==> config.mk <==
export PLATFORM = sky130hd
export DESIGN_NAME = two_level_interrupt_arbiter
export DESIGN_NICKNAME = d
export VERILOG_FILES = /design/src/intc_pkg.sv /design/src/two_level_interrupt_arbiter.sv
export SDC_FILE = /design/constraint.sdc
export NUM_CORES = 1
export LEC_CHECK = 0
export BUFFER_PORTS_ARGS = -buffer_cell sky130_fd_sc_hd__buf_2
export CAP_MARGIN = 25
export CORE_MARGIN = 2
export CORE_UTILIZATION = 55
export DETAILED_ROUTE_END_ITERATION = 8
export HOLD_SLACK_MARGIN = 0.03
export PLACE_DENSITY = 0.86
export SYNTH_ARGS = -nofsm -noshare
export SYNTH_HDL_FRONTEND = slang
export SYNTH_SLANG_ARGS = --single-unit
==> constraint.sdc <==
create_clock -name core_clk_i -period 7.5 [get_ports core_clk_i]
set_input_delay 0 -clock core_clk_i [delete_from_list [all_inputs] [get_ports core_clk_i]]
set_output_delay 0 -clock core_clk_i [all_outputs]
set_load 0.02 [all_outputs]
==> src/intc_pkg.sv <==
package intc_pkg;

    ////////////////////////////////////////////////////////////////////////////////
    // widths
    localparam int SRC_N  = 6;   // maskable sources
    localparam int SRC_W  = 3;   // source index width
    localparam int DATA_W = 8;   // register data width
    localparam int REG_AW = 4;   // register address width
    localparam int ADDR_W = 24;  // core address width
    localparam int CCR_W  = 8;   // condition code register width
    localparam int VEC_NW = 8;   // vector number width
    localparam int RANK_W = 3;   // tie-break rank width

    ////////////////////////////////////////////////////////////////////////////////
    // register offsets
    localparam logic [REG_AW-1:0] REG_PRIO = 4'h0; // interrupt_priority_a
    localparam logic [REG_AW-1:0] REG_IEN  = 4'h1; // per-source enable bits
    localparam logic [REG_AW-1:0] REG_CTRL = 4'h2; // user_bit_enable
    localparam logic [REG_AW-1:0] REG_EVT  = 4'h3; // sticky events, write 1 clears
    localparam logic [REG_AW-1:0] REG_EVM  = 4'h4; // event mask
    localparam logic [REG_AW-1:0] REG_REQ  = 4'h5; // live requests, read only
    localparam logic [REG_AW-1:0] REG_STAT = 4'h6; // entry state, read only

    ////////////////////////////////////////////////////////////////////////////////
    // field positions
    localparam int PRIO_SEL_WDT_DRAM_ADC = 3;
    localparam int PRIO_SEL_TIMER_CH0    = 2;
    localparam int PRIO_SEL_TIMER_CH1    = 1;
    localparam int PRIO_SEL_TIMER_CH2    = 0;
    localparam int PRIO_FIELD_W          = 4;
    localparam int CTRL_UBE_BIT          = 0;
    localparam int EVT_ENTRY             = 0; // exception entry finished
    localparam int EVT_NMI               = 1; // nmi edge seen
    localparam int EVT_HELD              = 2; // request held pending by masks
    localparam int EVT_W                 = 3;

    ////////////////////////////////////////////////////////////////////////////////
    // source indices
    localparam logic [SRC_W-1:0] SRC_WDT  = 3'h0;
    localparam logic [SRC_W-1:0] SRC_DRAM = 3'h1;
    localparam logic [SRC_W-1:0] SRC_ADC  = 3'h2;
    localparam logic [SRC_W-1:0] SRC_TMR0 = 3'h3;
    localparam logic [SRC_W-1:0] SRC_TMR1 = 3'h4;
    localparam logic [SRC_W-1:0] SRC_TMR2 = 3'h5;
    localparam logic [SRC_W-1:0] SRC_NMI  = 3'h7;

    ////////////////////////////////////////////////////////////////////////////////
    // reset values
    localparam logic [DATA_W-1:0] PRIO_RST = 8'h00;
    localparam logic [DATA_W-1:0] IEN_RST  = 8'h00;
    localparam logic [DATA_W-1:0] CTRL_RST = 8'h00;
    localparam logic [DATA_W-1:0] EVM_RST  = 8'h00;
    localparam logic [ADDR_W-1:0] VEC_BASE = 24'h00_0000;

    ////////////////////////////////////////////////////////////////////////////////
    // types
    typedef struct packed {
        logic              wr;
        logic              rd;
        logic [REG_AW-1:0] addr;
        logic [DATA_W-1:0] wdata;
    } reg_req_t;

    typedef struct packed {
        logic              valid;
        logic              is_ccr;
        logic [ADDR_W-1:0] data;
    } stack_word_t;

    typedef enum logic [2:0] {
        ST_IDLE,
        ST_WAIT_INSN,
        ST_PUSH_PC,
        ST_PUSH_CCR,
        ST_MASK,
        ST_VEC_WAIT,
        ST_VEC_TAKE
    } entry_state_t;

endpackage

==> src/two_level_interrupt_arbiter.sv <==
// Contract
// bit 3 sets watchdog, dram, adc level
// bit 2 sets timer channel 0 level
// bit 1 sets timer channel 1 level
// bit 0 sets timer channel 2 level
// condition forwarded only while enable set
// pick highest level, keep others pending
// equal levels resolved by fixed order
// mask clear accepts any selected request
// mask set, user clear: nmi, level1
// both masks set: only nmi accepted
// entry starts after current instruction completes
// push pc then condition codes
// entry sets both mask bits
// vector address issued, jump to contents
// two-level scheme only when ube clear
// tie order is a parameter table
`timescale 1ns/1ns
module two_level_interrupt_arbiter
    import intc_pkg::*;
#(
    parameter logic [SRC_N-1:0][RANK_W-1:0] SRC_RANK = {3'h5, 3'h4, 3'h3, 3'h2, 3'h1, 3'h0},
    parameter logic [SRC_N-1:0][VEC_NW-1:0] SRC_VEC  = {8'h25, 8'h24, 8'h23, 8'h22, 8'h21, 8'h20},
    parameter logic [VEC_NW-1:0]            NMI_VEC  = 8'h07
) (
    // clock and reset
    input  wire logic                 core_clk_i,
    input  wire logic                 arst_n_i,
    // register port
    input  wire reg_req_t             reg_req_i,
    output logic        [DATA_W-1:0]  rdata_o,
    // peripheral conditions and nmi pin
    input  wire logic   [SRC_N-1:0]   cond_i,
    input  wire logic                 nmi_i,
    output logic        [SRC_N-1:0]   src_ack_o,
    output logic                      nmi_ack_o,
    // core side
    input  wire logic                 i_mask_i,
    input  wire logic                 user_mask_bit_i,
    input  wire logic   [CCR_W-1:0]   ccr_i,
    input  wire logic   [ADDR_W-1:0]  next_pc_i,
    input  wire logic                 insn_done_i,
    input  wire logic   [ADDR_W-1:0]  vec_data_i,
    output stack_word_t               stack_o,
    output logic                      mask_set_o,
    output logic                      vec_rd_o,
    output logic        [ADDR_W-1:0]  vec_addr_o,
    output logic                      jump_o,
    output logic        [ADDR_W-1:0]  jump_addr_o,
    output logic                      busy_o,
    output logic                      irq_o
);

    ////////////////////////////////////////////////////////////////////////////////
    // elaboration checks on the rank table
    for (genvar g = 0; g < SRC_N; g++) begin : g_chk
        if (SRC_RANK[g] >= RANK_W'(SRC_N)) begin : g_bad
            $error("tie rank out of range");
        end
    end

    ////////////////////////////////////////////////////////////////////////////////
    // nmi pin synchroniser and edge detect
    logic nmi_s1_ff;
    logic nmi_s2_ff;
    logic nmi_s3_ff;
    logic nmi_edge;

    always_ff @(posedge core_clk_i or negedge arst_n_i) begin
        if (!arst_n_i) begin
            nmi_s1_ff <= 1'b0;
            nmi_s2_ff <= 1'b0;
            nmi_s3_ff <= 1'b0;
        end else begin
            nmi_s1_ff <= nmi_i;
            nmi_s2_ff <= nmi_s1_ff;
            nmi_s3_ff <= nmi_s2_ff;
        end
    end

    assign nmi_edge = nmi_s2_ff & ~nmi_s3_ff;

    ////////////////////////////////////////////////////////////////////////////////
    // register state
    logic [PRIO_FIELD_W-1:0] prio_ff;
    logic [PRIO_FIELD_W-1:0] nxt_prio;
    logic [SRC_N-1:0]        ien_ff;
    logic [SRC_N-1:0]        nxt_ien;
    logic                    ube_ff;
    logic                    nxt_ube;
    logic [EVT_W-1:0]        evt_ff;
    logic [EVT_W-1:0]        nxt_evt;
    logic [EVT_W-1:0]        evm_ff;
    logic [EVT_W-1:0]        nxt_evm;
    logic [DATA_W-1:0]       rdata_ff;
    logic [DATA_W-1:0]       nxt_rdata;
    logic                    irq_ff;
    logic                    nxt_irq;
    logic [EVT_W-1:0]        evt_set;

    ////////////////////////////////////////////////////////////////////////////////
    // request gating, levels and selection
    logic [SRC_N-1:0]  req;
    logic [SRC_N-1:0]  lvl;
    logic              sel_valid;
    logic [SRC_W-1:0]  sel_idx;
    logic              sel_lvl;
    logic [RANK_W-1:0] sel_rank;
    logic              accept_ok;

    // requests pass only with enable set
    assign req = cond_i & ien_ff;

    // per-source level from the priority field
    assign lvl[SRC_WDT]  = prio_ff[PRIO_SEL_WDT_DRAM_ADC];
    assign lvl[SRC_DRAM] = prio_ff[PRIO_SEL_WDT_DRAM_ADC];
    assign lvl[SRC_ADC]  = prio_ff[PRIO_SEL_WDT_DRAM_ADC];
    assign lvl[SRC_TMR0] = prio_ff[PRIO_SEL_TIMER_CH0];
    assign lvl[SRC_TMR1] = prio_ff[PRIO_SEL_TIMER_CH1];
    assign lvl[SRC_TMR2] = prio_ff[PRIO_SEL_TIMER_CH2];

    // highest level wins, rank table breaks ties
    always_comb begin
        sel_valid = 1'b0;
        sel_idx   = '0;
        sel_lvl   = 1'b0;
        sel_rank  = '1;
        for (int i = 0; i < SRC_N; i++) begin
            if (req[i] && (!sel_valid || (lvl[i] && !sel_lvl)
                || (lvl[i] == sel_lvl && SRC_RANK[i] < sel_rank))) begin
                sel_valid = 1'b1;
                sel_idx   = SRC_W'(i);
                sel_lvl   = lvl[i];
                sel_rank  = SRC_RANK[i];
            end
        end
    end

    // acceptance by core mask bits
    always_comb begin
        if (!i_mask_i) begin
            accept_ok = sel_valid;
        end else if (!ube_ff && !user_mask_bit_i) begin
            accept_ok = sel_valid && sel_lvl;
        end else begin
            accept_ok = 1'b0;
        end
    end

    ////////////////////////////////////////////////////////////////////////////////
    // exception entry sequencer state
    entry_state_t      st_ff;
    entry_state_t      nxt_st;
    logic              nmi_pend_ff;
    logic              nxt_nmi_pend;
    logic [SRC_W-1:0]  src_ff;
    logic [SRC_W-1:0]  nxt_src;
    logic [ADDR_W-1:0] pc_ff;
    logic [ADDR_W-1:0] nxt_pc;
    logic [CCR_W-1:0]  ccr_ff;
    logic [CCR_W-1:0]  nxt_ccr;
    stack_word_t       stack_ff;
    stack_word_t       nxt_stack;
    logic              mask_set_ff;
    logic              nxt_mask_set;
    logic              vec_rd_ff;
    logic              nxt_vec_rd;
    logic [ADDR_W-1:0] vec_addr_ff;
    logic [ADDR_W-1:0] nxt_vec_addr;
    logic              jump_ff;
    logic              nxt_jump;
    logic [ADDR_W-1:0] jump_addr_ff;
    logic [ADDR_W-1:0] nxt_jump_addr;
    logic [SRC_N-1:0]  src_ack_ff;
    logic [SRC_N-1:0]  nxt_src_ack;
    logic              nmi_ack_ff;
    logic              nxt_nmi_ack;
    logic              take_nmi;
    logic              take_mask;
    logic [VEC_NW-1:0] vec_no;
    logic              busy_ff;
    logic              nxt_busy;

    assign take_nmi  = (st_ff == ST_IDLE) && nmi_pend_ff;
    assign take_mask = (st_ff == ST_IDLE) && !nmi_pend_ff && accept_ok;
    assign vec_no    = (src_ff == SRC_NMI) ? NMI_VEC : SRC_VEC[src_ff];

    // next state and outputs of the entry sequence
    always_comb begin
        nxt_st        = st_ff;
        nxt_src       = src_ff;
        nxt_pc        = pc_ff;
        nxt_ccr       = ccr_ff;
        nxt_stack     = '0;
        nxt_mask_set  = 1'b0;
        nxt_vec_rd    = 1'b0;
        nxt_vec_addr  = vec_addr_ff;
        nxt_jump      = 1'b0;
        nxt_jump_addr = jump_addr_ff;
        nxt_src_ack   = '0;
        nxt_nmi_ack   = 1'b0;
        // a new edge wins over the clear at acceptance
        nxt_nmi_pend  = (nmi_pend_ff && !take_nmi) || nmi_edge;
        case (st_ff)
            ST_IDLE: begin
                if (take_nmi) begin
                    nxt_src     = SRC_NMI;
                    nxt_nmi_ack = 1'b1;
                    nxt_st      = ST_WAIT_INSN;
                end else if (take_mask) begin
                    nxt_src              = sel_idx;
                    nxt_src_ack[sel_idx] = 1'b1;
                    nxt_st               = ST_WAIT_INSN;
                end
            end
            ST_WAIT_INSN: begin
                if (insn_done_i) begin
                    nxt_pc  = next_pc_i;
                    nxt_ccr = ccr_i;
                    nxt_st  = ST_PUSH_PC;
                end
            end
            ST_PUSH_PC: begin
                nxt_stack = '{valid: 1'b1, is_ccr: 1'b0, data: pc_ff};
                nxt_st    = ST_PUSH_CCR;
            end
            ST_PUSH_CCR: begin
                nxt_stack = '{valid: 1'b1, is_ccr: 1'b1, data: ADDR_W'(ccr_ff)};
                nxt_st    = ST_MASK;
            end
            ST_MASK: begin
                nxt_mask_set = 1'b1;
                nxt_vec_rd   = 1'b1;
                nxt_vec_addr = VEC_BASE + ADDR_W'({vec_no, 2'b00});
                nxt_st       = ST_VEC_WAIT;
            end
            ST_VEC_WAIT: begin
                nxt_st = ST_VEC_TAKE;
            end
            ST_VEC_TAKE: begin
                nxt_jump      = 1'b1;
                nxt_jump_addr = vec_data_i;
                nxt_st        = ST_IDLE;
            end
            default: begin
                nxt_st = ST_IDLE;
            end
        endcase
        nxt_busy      = (nxt_st != ST_IDLE);
    end

    // entry sequencer registers
    always_ff @(posedge core_clk_i or negedge arst_n_i) begin
        if (!arst_n_i) begin
            st_ff        <= ST_IDLE;
            nmi_pend_ff  <= 1'b0;
            src_ff       <= '0;
            pc_ff        <= '0;
            ccr_ff       <= '0;
            stack_ff     <= '0;
            mask_set_ff  <= 1'b0;
            vec_rd_ff    <= 1'b0;
            vec_addr_ff  <= '0;
            jump_ff      <= 1'b0;
            jump_addr_ff <= '0;
            src_ack_ff   <= '0;
            nmi_ack_ff   <= 1'b0;
            busy_ff      <= 1'b0;
        end else begin
            st_ff        <= nxt_st;
            nmi_pend_ff  <= nxt_nmi_pend;
            src_ff       <= nxt_src;
            pc_ff        <= nxt_pc;
            ccr_ff       <= nxt_ccr;
            stack_ff     <= nxt_stack;
            mask_set_ff  <= nxt_mask_set;
            vec_rd_ff    <= nxt_vec_rd;
            vec_addr_ff  <= nxt_vec_addr;
            jump_ff      <= nxt_jump;
            jump_addr_ff <= nxt_jump_addr;
            src_ack_ff   <= nxt_src_ack;
            nmi_ack_ff   <= nxt_nmi_ack;
            busy_ff      <= nxt_busy;
        end
    end

    ////////////////////////////////////////////////////////////////////////////////
    // register file next values, sticky events, interrupt line
    always_comb begin
        nxt_prio  = prio_ff;
        nxt_ien   = ien_ff;
        nxt_ube   = ube_ff;
        nxt_evm   = evm_ff;
        nxt_rdata = '0;
        evt_set            = '0;
        evt_set[EVT_ENTRY] = (st_ff == ST_VEC_TAKE);
        evt_set[EVT_NMI]   = nmi_edge;
        evt_set[EVT_HELD]  = (st_ff == ST_IDLE) && sel_valid && !accept_ok;
        nxt_evt   = evt_ff;
        if (reg_req_i.wr) begin
            case (reg_req_i.addr)
                REG_PRIO: nxt_prio = reg_req_i.wdata[PRIO_FIELD_W-1:0];
                REG_IEN:  nxt_ien  = reg_req_i.wdata[SRC_N-1:0];
                REG_CTRL: nxt_ube  = reg_req_i.wdata[CTRL_UBE_BIT];
                REG_EVT:  nxt_evt  = evt_ff & ~reg_req_i.wdata[EVT_W-1:0];
                REG_EVM:  nxt_evm  = reg_req_i.wdata[EVT_W-1:0];
                default:  nxt_evt  = evt_ff;
            endcase
        end
        // set wins over a clear in the same cycle
        nxt_evt = nxt_evt | evt_set;
        if (reg_req_i.rd) begin
            case (reg_req_i.addr)
                REG_PRIO: nxt_rdata = DATA_W'(prio_ff);
                REG_IEN:  nxt_rdata = DATA_W'(ien_ff);
                REG_CTRL: nxt_rdata = DATA_W'(ube_ff);
                REG_EVT:  nxt_rdata = DATA_W'(evt_ff);
                REG_EVM:  nxt_rdata = DATA_W'(evm_ff);
                REG_REQ:  nxt_rdata = DATA_W'(req);
                REG_STAT: nxt_rdata = {nmi_pend_ff, src_ff, 1'b0, st_ff};
                default:  nxt_rdata = '0;
            endcase
        end
        nxt_irq = |(nxt_evt & nxt_evm);
    end

    // register file flops
    always_ff @(posedge core_clk_i or negedge arst_n_i) begin
        if (!arst_n_i) begin
            prio_ff  <= PRIO_RST[PRIO_FIELD_W-1:0];
            ien_ff   <= IEN_RST[SRC_N-1:0];
            ube_ff   <= CTRL_RST[CTRL_UBE_BIT];
            evt_ff   <= '0;
            evm_ff   <= EVM_RST[EVT_W-1:0];
            rdata_ff <= '0;
            irq_ff   <= 1'b0;
        end else begin
            prio_ff  <= nxt_prio;
            ien_ff   <= nxt_ien;
            ube_ff   <= nxt_ube;
            evt_ff   <= nxt_evt;
            evm_ff   <= nxt_evm;
            rdata_ff <= nxt_rdata;
            irq_ff   <= nxt_irq;
        end
    end

    ////////////////////////////////////////////////////////////////////////////////
    // outputs
    assign rdata_o     = rdata_ff;
    assign src_ack_o   = src_ack_ff;
    assign nmi_ack_o   = nmi_ack_ff;
    assign stack_o     = stack_ff;
    assign mask_set_o  = mask_set_ff;
    assign vec_rd_o    = vec_rd_ff;
    assign vec_addr_o  = vec_addr_ff;
    assign jump_o      = jump_ff;
    assign jump_addr_o = jump_addr_ff;
    assign busy_o      = busy_ff;
    assign irq_o       = irq_ff;

    ////////////////////////////////////////////////////////////////////////////////
    // assertions
    a_grp_a_level: assert property (@(posedge core_clk_i) disable iff (!arst_n_i)
        sel_valid && sel_idx <= SRC_ADC |-> sel_lvl == prio_ff[PRIO_SEL_WDT_DRAM_ADC])
        else $error("watchdog group level does not follow bit 3");
    a_tmr2_level: assert property (@(posedge core_clk_i) disable iff (!arst_n_i)
        sel_valid && sel_idx == SRC_TMR2 |-> sel_lvl == prio_ff[PRIO_SEL_TIMER_CH2])
        else $error("timer 2 level does not follow bit 0");
    a_ack_enabled: assert property (@(posedge core_clk_i) disable iff (!arst_n_i)
        |src_ack_o |-> (src_ack_o & ~ien_ff) == '0 || $past(reg_req_i.wr))
        else $error("disabled source acknowledged");
    a_sel_highest: assert property (@(posedge core_clk_i) disable iff (!arst_n_i)
        sel_valid && !sel_lvl |-> (req & lvl) == '0)
        else $error("low level chosen over a high level request");
    a_open_accept: assert property (@(posedge core_clk_i) disable iff (!arst_n_i)
        st_ff == ST_IDLE && !i_mask_i && sel_valid |=> st_ff == ST_WAIT_INSN)
        else $error("request not accepted with mask clear");
    a_level1_pass: assert property (@(posedge core_clk_i) disable iff (!arst_n_i)
        st_ff == ST_IDLE && i_mask_i && !user_mask_bit_i && !ube_ff && !nmi_pend_ff
        && sel_valid |=> (st_ff == ST_WAIT_INSN) == $past(sel_lvl))
        else $error("level gating wrong with user mask clear");
    a_nmi_only: assert property (@(posedge core_clk_i) disable iff (!arst_n_i)
        st_ff == ST_IDLE && i_mask_i && user_mask_bit_i && !nmi_pend_ff
        |=> st_ff == ST_IDLE && src_ack_o == '0)
        else $error("maskable request taken with both masks set");
    a_ube_single: assert property (@(posedge core_clk_i) disable iff (!arst_n_i)
        st_ff == ST_IDLE && i_mask_i && ube_ff && !nmi_pend_ff |=> st_ff == ST_IDLE)
        else $error("second mask level used while ube set");
    a_wait_insn: assert property (@(posedge core_clk_i) disable iff (!arst_n_i)
        st_ff == ST_WAIT_INSN && !insn_done_i |=> st_ff == ST_WAIT_INSN && !stack_o.valid)
        else $error("entry began before instruction completed");
    a_push_order: assert property (@(posedge core_clk_i) disable iff (!arst_n_i)
        st_ff == ST_PUSH_PC |=> (stack_o.valid && !stack_o.is_ccr && stack_o.data == pc_ff)
        ##1 (stack_o.valid && stack_o.is_ccr) ##1 (mask_set_o && !stack_o.valid))
        else $error("entry push or mask order wrong");
    a_vec_jump: assert property (@(posedge core_clk_i) disable iff (!arst_n_i)
        vec_rd_o |=> ##1 jump_o && jump_addr_o == $past(vec_data_i))
        else $error("jump does not use vector contents");
endmodule

* Yosys cells after proc, flatten, opt, wreduce, memory -nomap -nowiden
Memories as Yosys holds them, arrays and structs flattened.
Cells that the tools add are included.
** Storage, ports and cells
- ROM bits :: 64
- Input port bits :: 82
- Word-level logic and storage cells :: 167
- Output and inout port bits :: 94
- Memories kept :: 1
- Flip-flop bits (word level) :: 136
** Memories
- (no name shown) :: words 8, width 8, rd ports 1, clocked after Yosys merged registers in 0, wr ports 0, line two_level_interrupt_arbiter.sv:186 : assign vec_no = (src_ff == SRC_NMI) ? NMI_VEC : SRC_VEC[src_ff];
** Operators by class
- Bitwise gates (word level) :: 7
- Muxes and demuxes :: 48
- Order comparisons :: 8
- Reductions and logical operators :: 60
- Eq/ne operators :: 18
** Operators by type and width (count)
- $pmux W8 S7 :: 1
- $mux W3 :: 18
- $pmux W26 S2 :: 1
- $logic_and A1 B1 Y1 :: 24
- $mux W8 :: 3
- $mux W1 :: 20
- $mux W6 :: 3
- $pmux W3 S6 :: 1
- $logic_not A1 Y1 :: 15
- $eq A3 B3 Y1 const B :: 4
- $eq A4 B3 Y1 const B :: 3
- $logic_or A1 B1 Y1 :: 11
- $reduce_and A2 Y1 :: 5
- $eq A4 B2 Y1 const B :: 2
- $lt A3 B4 Y1 const B :: 2
- $and A3 B3 Y3 :: 2
- $and A6 B6 Y6 :: 1
- $eq A3 B2 Y1 const B :: 2
- $lt A2 B3 Y1 const A :: 2
- $lt A3 B3 Y1 const A :: 2
- $eq A1 B1 Y1 :: 5
- $eq A4 B1 Y1 const B :: 1
- $logic_not A4 Y1 :: 1
- $demux W1 S3 :: 1
- other kinds (11) :: 11

* Depth between registers and ports, before layout
- Word-level depth :: 40
- Mapped depth :: 8
- Mapped depth without buffers :: 8

* Least setup slack after synthesis
No wires, ideal clock.
- Path kind :: register -> register
- Start :: reg ien_ff[1]
- End :: reg irq_ff (netlist: irq_o)
- Buffers on the path :: 0
- Setup slack :: 5.021 ns
- Required time :: 7.376 ns
- Stages on the path, launching flop included :: 9
- Setup time :: 0.124 ns
- Clock period less this slack :: 2.479 ns
- Data arrival time :: 2.355 ns
- Cells stage by stage :: dfrtp_1 > a22o_1 > a2111oi_1 > ha_1 > and3_1 > a41oi_1 > a32oi_2 > o21ai_1 > a211o_1
** On the way
- Word-level cells in the longest chain between the ends :: 35
- Elaborated cells between the ends (all ways) :: 61
- Those cells by class :: order compare: 4; eq/ne: 4; mux: 16; bitwise: 3; reduce/logical: 34
** Ends and longest elaborated chain
- start, declared :: line two_level_interrupt_arbiter.sv:87 : logic [SRC_N-1:0] ien_ff;
- start signal, assigned :: line two_level_interrupt_arbiter.sv:331 : ien_ff <= IEN_RST[SRC_N-1:0];
- start signal, assigned :: line two_level_interrupt_arbiter.sv:339 : ien_ff <= nxt_ien;
- $and A6 B6 Y6 (*) :: line two_level_interrupt_arbiter.sv:112 : assign req = cond_i & ien_ff;
- $logic_and A1 B1 Y1 (*) :: line two_level_interrupt_arbiter.sv:129 : if (req[i] && (!sel_valid || (lvl[i] && !sel_lvl)
- parallel branches: the longest is 29 deep, another holds $lt A2 B3 Y1
- $logic_and A1 B1 Y1 (*) :: line two_level_interrupt_arbiter.sv:298 : evt_set[EVT_HELD] = (st_ff == ST_IDLE) && sel_valid && !accept_ok;
- $or A3 B3 Y3 (*) :: line two_level_interrupt_arbiter.sv:311 : nxt_evt = nxt_evt | evt_set;
- net nxt_evt[2] :: line two_level_interrupt_arbiter.sv:92 : logic [EVT_W-1:0] nxt_evt;
- $and A3 B3 Y3 (*) :: line two_level_interrupt_arbiter.sv:324 : nxt_irq = |(nxt_evt & nxt_evm);
- $reduce_or A3 Y1 (*) :: line two_level_interrupt_arbiter.sv:324
- net nxt_irq :: line two_level_interrupt_arbiter.sv:98 : logic nxt_irq;
- end signal, assigned :: line two_level_interrupt_arbiter.sv:344 : irq_ff <= nxt_irq;
- end, declared :: line two_level_interrupt_arbiter.sv:97 : logic irq_ff;
Mark *: on every way through the listed nets, which the timed path passes.
A chain may end at the register's enable or synchronous reset.

* Final worst setup path
- Start :: reg ien_ff[0]
- End :: reg src_ack_ff[1] (netlist: src_ack_o[1])
** On the way
- Word-level cells in the longest chain between the ends :: 39
- Elaborated cells between the ends (all ways) :: 80
- Those cells by class :: order compare: 7; eq/ne: 5; mux: 29; bitwise: 1; reduce/logical: 38
** Ends and longest elaborated chain
- $and A6 B6 Y6 (*) :: line two_level_interrupt_arbiter.sv:112
- parallel branches: the longest is 35 deep, another holds $lt A1 B3 Y1
- $mux W6 (*) :: line two_level_interrupt_arbiter.sv:210 : end else if (take_mask) begin
- $mux W6 (*) :: line two_level_interrupt_arbiter.sv:206 : if (take_nmi) begin
- $mux W6 (*) :: line two_level_interrupt_arbiter.sv:204 : case (st_ff)
- net nxt_src_ack[1] :: line two_level_interrupt_arbiter.sv:175 : logic [SRC_N-1:0] nxt_src_ack;
- end signal, assigned :: line two_level_interrupt_arbiter.sv:281 : src_ack_ff <= nxt_src_ack;
- end, declared :: line two_level_interrupt_arbiter.sv:174 : logic [SRC_N-1:0] src_ack_ff;
Marks and branches as above.

==> results by group <==
Synth
  – Post-synthesis cell area: around 5500 um2
  – Post-synth EDFFs: 0
  – Async S/R FF share, synth: 100%
  – Mapped Cells: about 470
  – Post-synthesis sequential area ratio: roughly three fifths
  – Yosys warning count: 0
  – Avg Inst Size Synth: 11.6 um2
  – Yosys top cell area share: 60.6%
  – Top post-synthesis cells by area: dfrtp_1, mux2_2, nand2_1
  – Largest area contributor in the netlist: dfrtp_1
  – Top_reg_cell synth: dfrtp_1
  – Synthesized flop and latch total: ~130
  – Yosys cell types: 51

Placement
  – DP HPWL: 8260 um
  – Routability cong.: between 0.9 and 1
  – Port Buffers: 153
  – Dpl ws: 4630 ps

Clocking
  – Sink Count: approximately 130
  – Max clock buf depth: 2
  – Later-pin clock latency in the skew report: roughly 520 ps
  – Worst-path clk slew: roughly 60 ps
  – CTS tree: yes
  – H-tree levels: 4
  – Num CTS Buffers: 17
  – Clock root buffer: clkbuf_8

Global routing
  – Pin count of the biggest net entering global routing: 77
  – Busiest grt layer: met2
  – First-pass GRT wire length: 23900 um
  – Routing usage on met1: approximately 33%
  – Number of global-route vias before repair: 4721
  – Initial antenna violation count: 0
  – Gr ovfl total: 0
  – Met3 GRT Util: under 10%
  – GRT Total Usage: 28.7%
  – GR Util met2: 49.8%

STA
  – Tcrit/Tclk final: 46.2%
  – RSZ-0062 raised after global routing: no
  – Fin. max-slew vios: 0
  – Worst Clk Skew: approximately 6.4 ps
  – Worst-margin pin slew: 1030 ps
  – FMAX: just under 300 MHz
  – Fin. Hold Viols: 0
  – Worst Hold Slack: ~61 ps
  – Setup TNS: 0 ps
  – Worst slew margin: 31.2%
  – Final WS setup: 4040 ps
  – Setup violators final: 0
  – Tmin final: 3460 ps

Power
  – Leak: 3.90 nW
  – Worst vdd ir: 0.248 mV
  – P per Cell Area: 370 nW/um2

Setup path
  – Crit start category: flop
  – R2r setup slk: about 4000 ps
  – R2r worst-path depth: 9
  – CP Capture Type: flop
  – Crit path max fanout: 9
  – Worst Setup Path Type: flop to flop
  – RR Endpoint: src_ack_o[1]
  – Reg2Reg Launch Point: ien_ff[0]
  – Critical path data arrival time: ~3900 ps
  – Worst EP required: a little under 8000 ps

Floorplan
  – DIE AREA: 10700 um2
  – Initial core utilization: a little under three fifths
  – Row count: 36
  – Die W: ~100 um
  – Top Ports: around 180
  – Core footprint: between 9000 and 10000 um2
  – Die Y: about 100 um

Hold path
  – Tightest Hold Check Type: primary input to flop
  – Hold path depth: 4
  – Hold_sp: cond_i[3]
  – WHS Endpoint: rdata_o[3]

Final layout
  – Nets@finish: 787
  – Most frequent cells in the layout: buf_2, dfrtp_1, nand2_1, dlygate4sd3_1, mux2_2
  – Commonest non-fill, non-tap cell in the layout: buf_2
  – Area Overhead vs Synth: 39.6%
  – Final Util: 78.7%
  – Ant diodes: 0
  – Fraction of layout instances using a drive strength above 1: around a third

Run status
  – Status: finished clean

Drt
  – # DRC: 0
  – DR pass1 iterations: 7
  – Detail Route Antenna Nets: 0
  – Drt initial violations: 227
  – Vias per cell: 5.37
  – WL per Instance: 17.6 um
  – Final wirelength: 14900 um
  – Via Count: roughly 4600

Run
  – Max cap viols: 0
## timing repair
| item | 4_1_cts | 5_1_grt |
|---|---|---|
| buffers inserted | 0 | 0 |
| gates resized for setup | 0 | 0 |
| endpoints found under the hold margin | 170 | 2 |
| hold buffers | 78 | 1 |
## sequential cells by signal (all words and copies together), names as in the netlist, 3 cells and up
name	count
ccr_ff	8
src_ff	3
rdata_o	8
ien_ff	6
src_ack_o	6
stack_o	26
evm_ff	3
prio_ff	4
st_ff	3
jump_addr_o	24
evt_ff	3
vec_addr_o	4
pc_ff	24
## cells by family (layout without fill, tap and decap cells)
group / after synthesis / in the layout / synth area share (%)
AND/OR/NAND/NOR: 182 / 182 / 15.8
flip-flops: 132 / 132 / 60.6
multiplexers: 60 / 60 / 12.1
AO/OA/AOI/OAI: 48 / 48 / 6.61
buffers and inverters: 47 / 274 / 4.68
adder cells (fa/ha/maj): 1 / 1 / 0.229
other: 1 / 20 / 0.0687
## metal layers
layer	vias up	part of all wire [%]
li1	2058	-
met5	-	0
met4	0	4.0
met2	196	52
met1	2260	39
met3	53	5.5
## per-stage QoR
stage | cell area [um2] | total power (W) | std cells
floorplan | 5530 | 0.00169 | 490
global placement | 6250 | 0.00193 | 738
detailed placement | 6250 | 0.00197 | 738
CTS | 7580 | 0.00277 | 848
global route | 7620 | 0.00295 | 850
finish | 7620 | 0.00282 | 850
## cell usage after synthesis, types with 2 or more instances
| library cell | number |
|---|---|
| dfrtp_1 | 132 |
| nand2_1 | 90 |
| mux2_2 | 48 |
| nor2_1 | 29 |
| and3_1 | 22 |
| buf_4 | 21 |
| clkbuf_1 | 17 |
| mux2i_1 | 12 |
| nor2b_1 | 8 |
| nand2b_1 | 7 |
| a21oi_1 | 6 |
| inv_1 | 6 |
| o21ai_0 | 6 |
| a32oi_1 | 4 |
| nand4_1 | 4 |
| o22ai_1 | 4 |
| a22oi_1 | 3 |
| and3b_1 | 3 |
| nor3_1 | 3 |
| nor3b_1 | 3 |
| a211o_1 | 2 |
| a21o_1 | 2 |
| a22o_1 | 2 |
| a311oi_1 | 2 |
| a31oi_1 | 2 |
| a41oi_1 | 2 |
| buf_1 | 2 |
| nand3_1 | 2 |
| nand3b_1 | 2 |
| nor4_1 | 2 |
| nor4b_1 | 2 |
| or3_1 | 2 |
## where the power goes
part           internal (W)  switching [W]
combinational      0.000370       0.000528
sequential         0.000968       0.000187
clock              0.000444       0.000321
total               0.00178        0.00104
## worst max path at each step
stage | from | endpoint | slack [ps] | cells past startpoint
floorplan | ien_ff[1] | irq_o | 5020 | 8
global placement | ien_ff[1] | irq_o | 4580 | 8
detailed placement | ien_ff[1] | irq_o | 4630 | 8
CTS | ien_ff[1] | src_ack_o[1] | 4100 | 9
global route | ien_ff[1] | src_ack_o[3] | 3910 | 9
finish | ien_ff[0] | src_ack_o[1] | 4040 | 9
## cell type report
class	instances	area, um2
clock buffers	19	422
clock inverters	13	124
fillers	588	2070
inverters	7	26.3
multi-input cells	311	1970
flip-flops and latches	132	3300
well taps	133	166
repair buffers	235	1600
## critical path: stages, from the launching register on
cell and delay (ps):
dfrtp_1 450, a22o_1 250, a2111oi_1 640, ha_1 310
and3_1 180, a41oi_1 80, a32oi_2 340, dlygate4sd3_1 660
nand2_4 110, nor4_1 330
No activity file was read; power rests on OpenSTA's default activity.
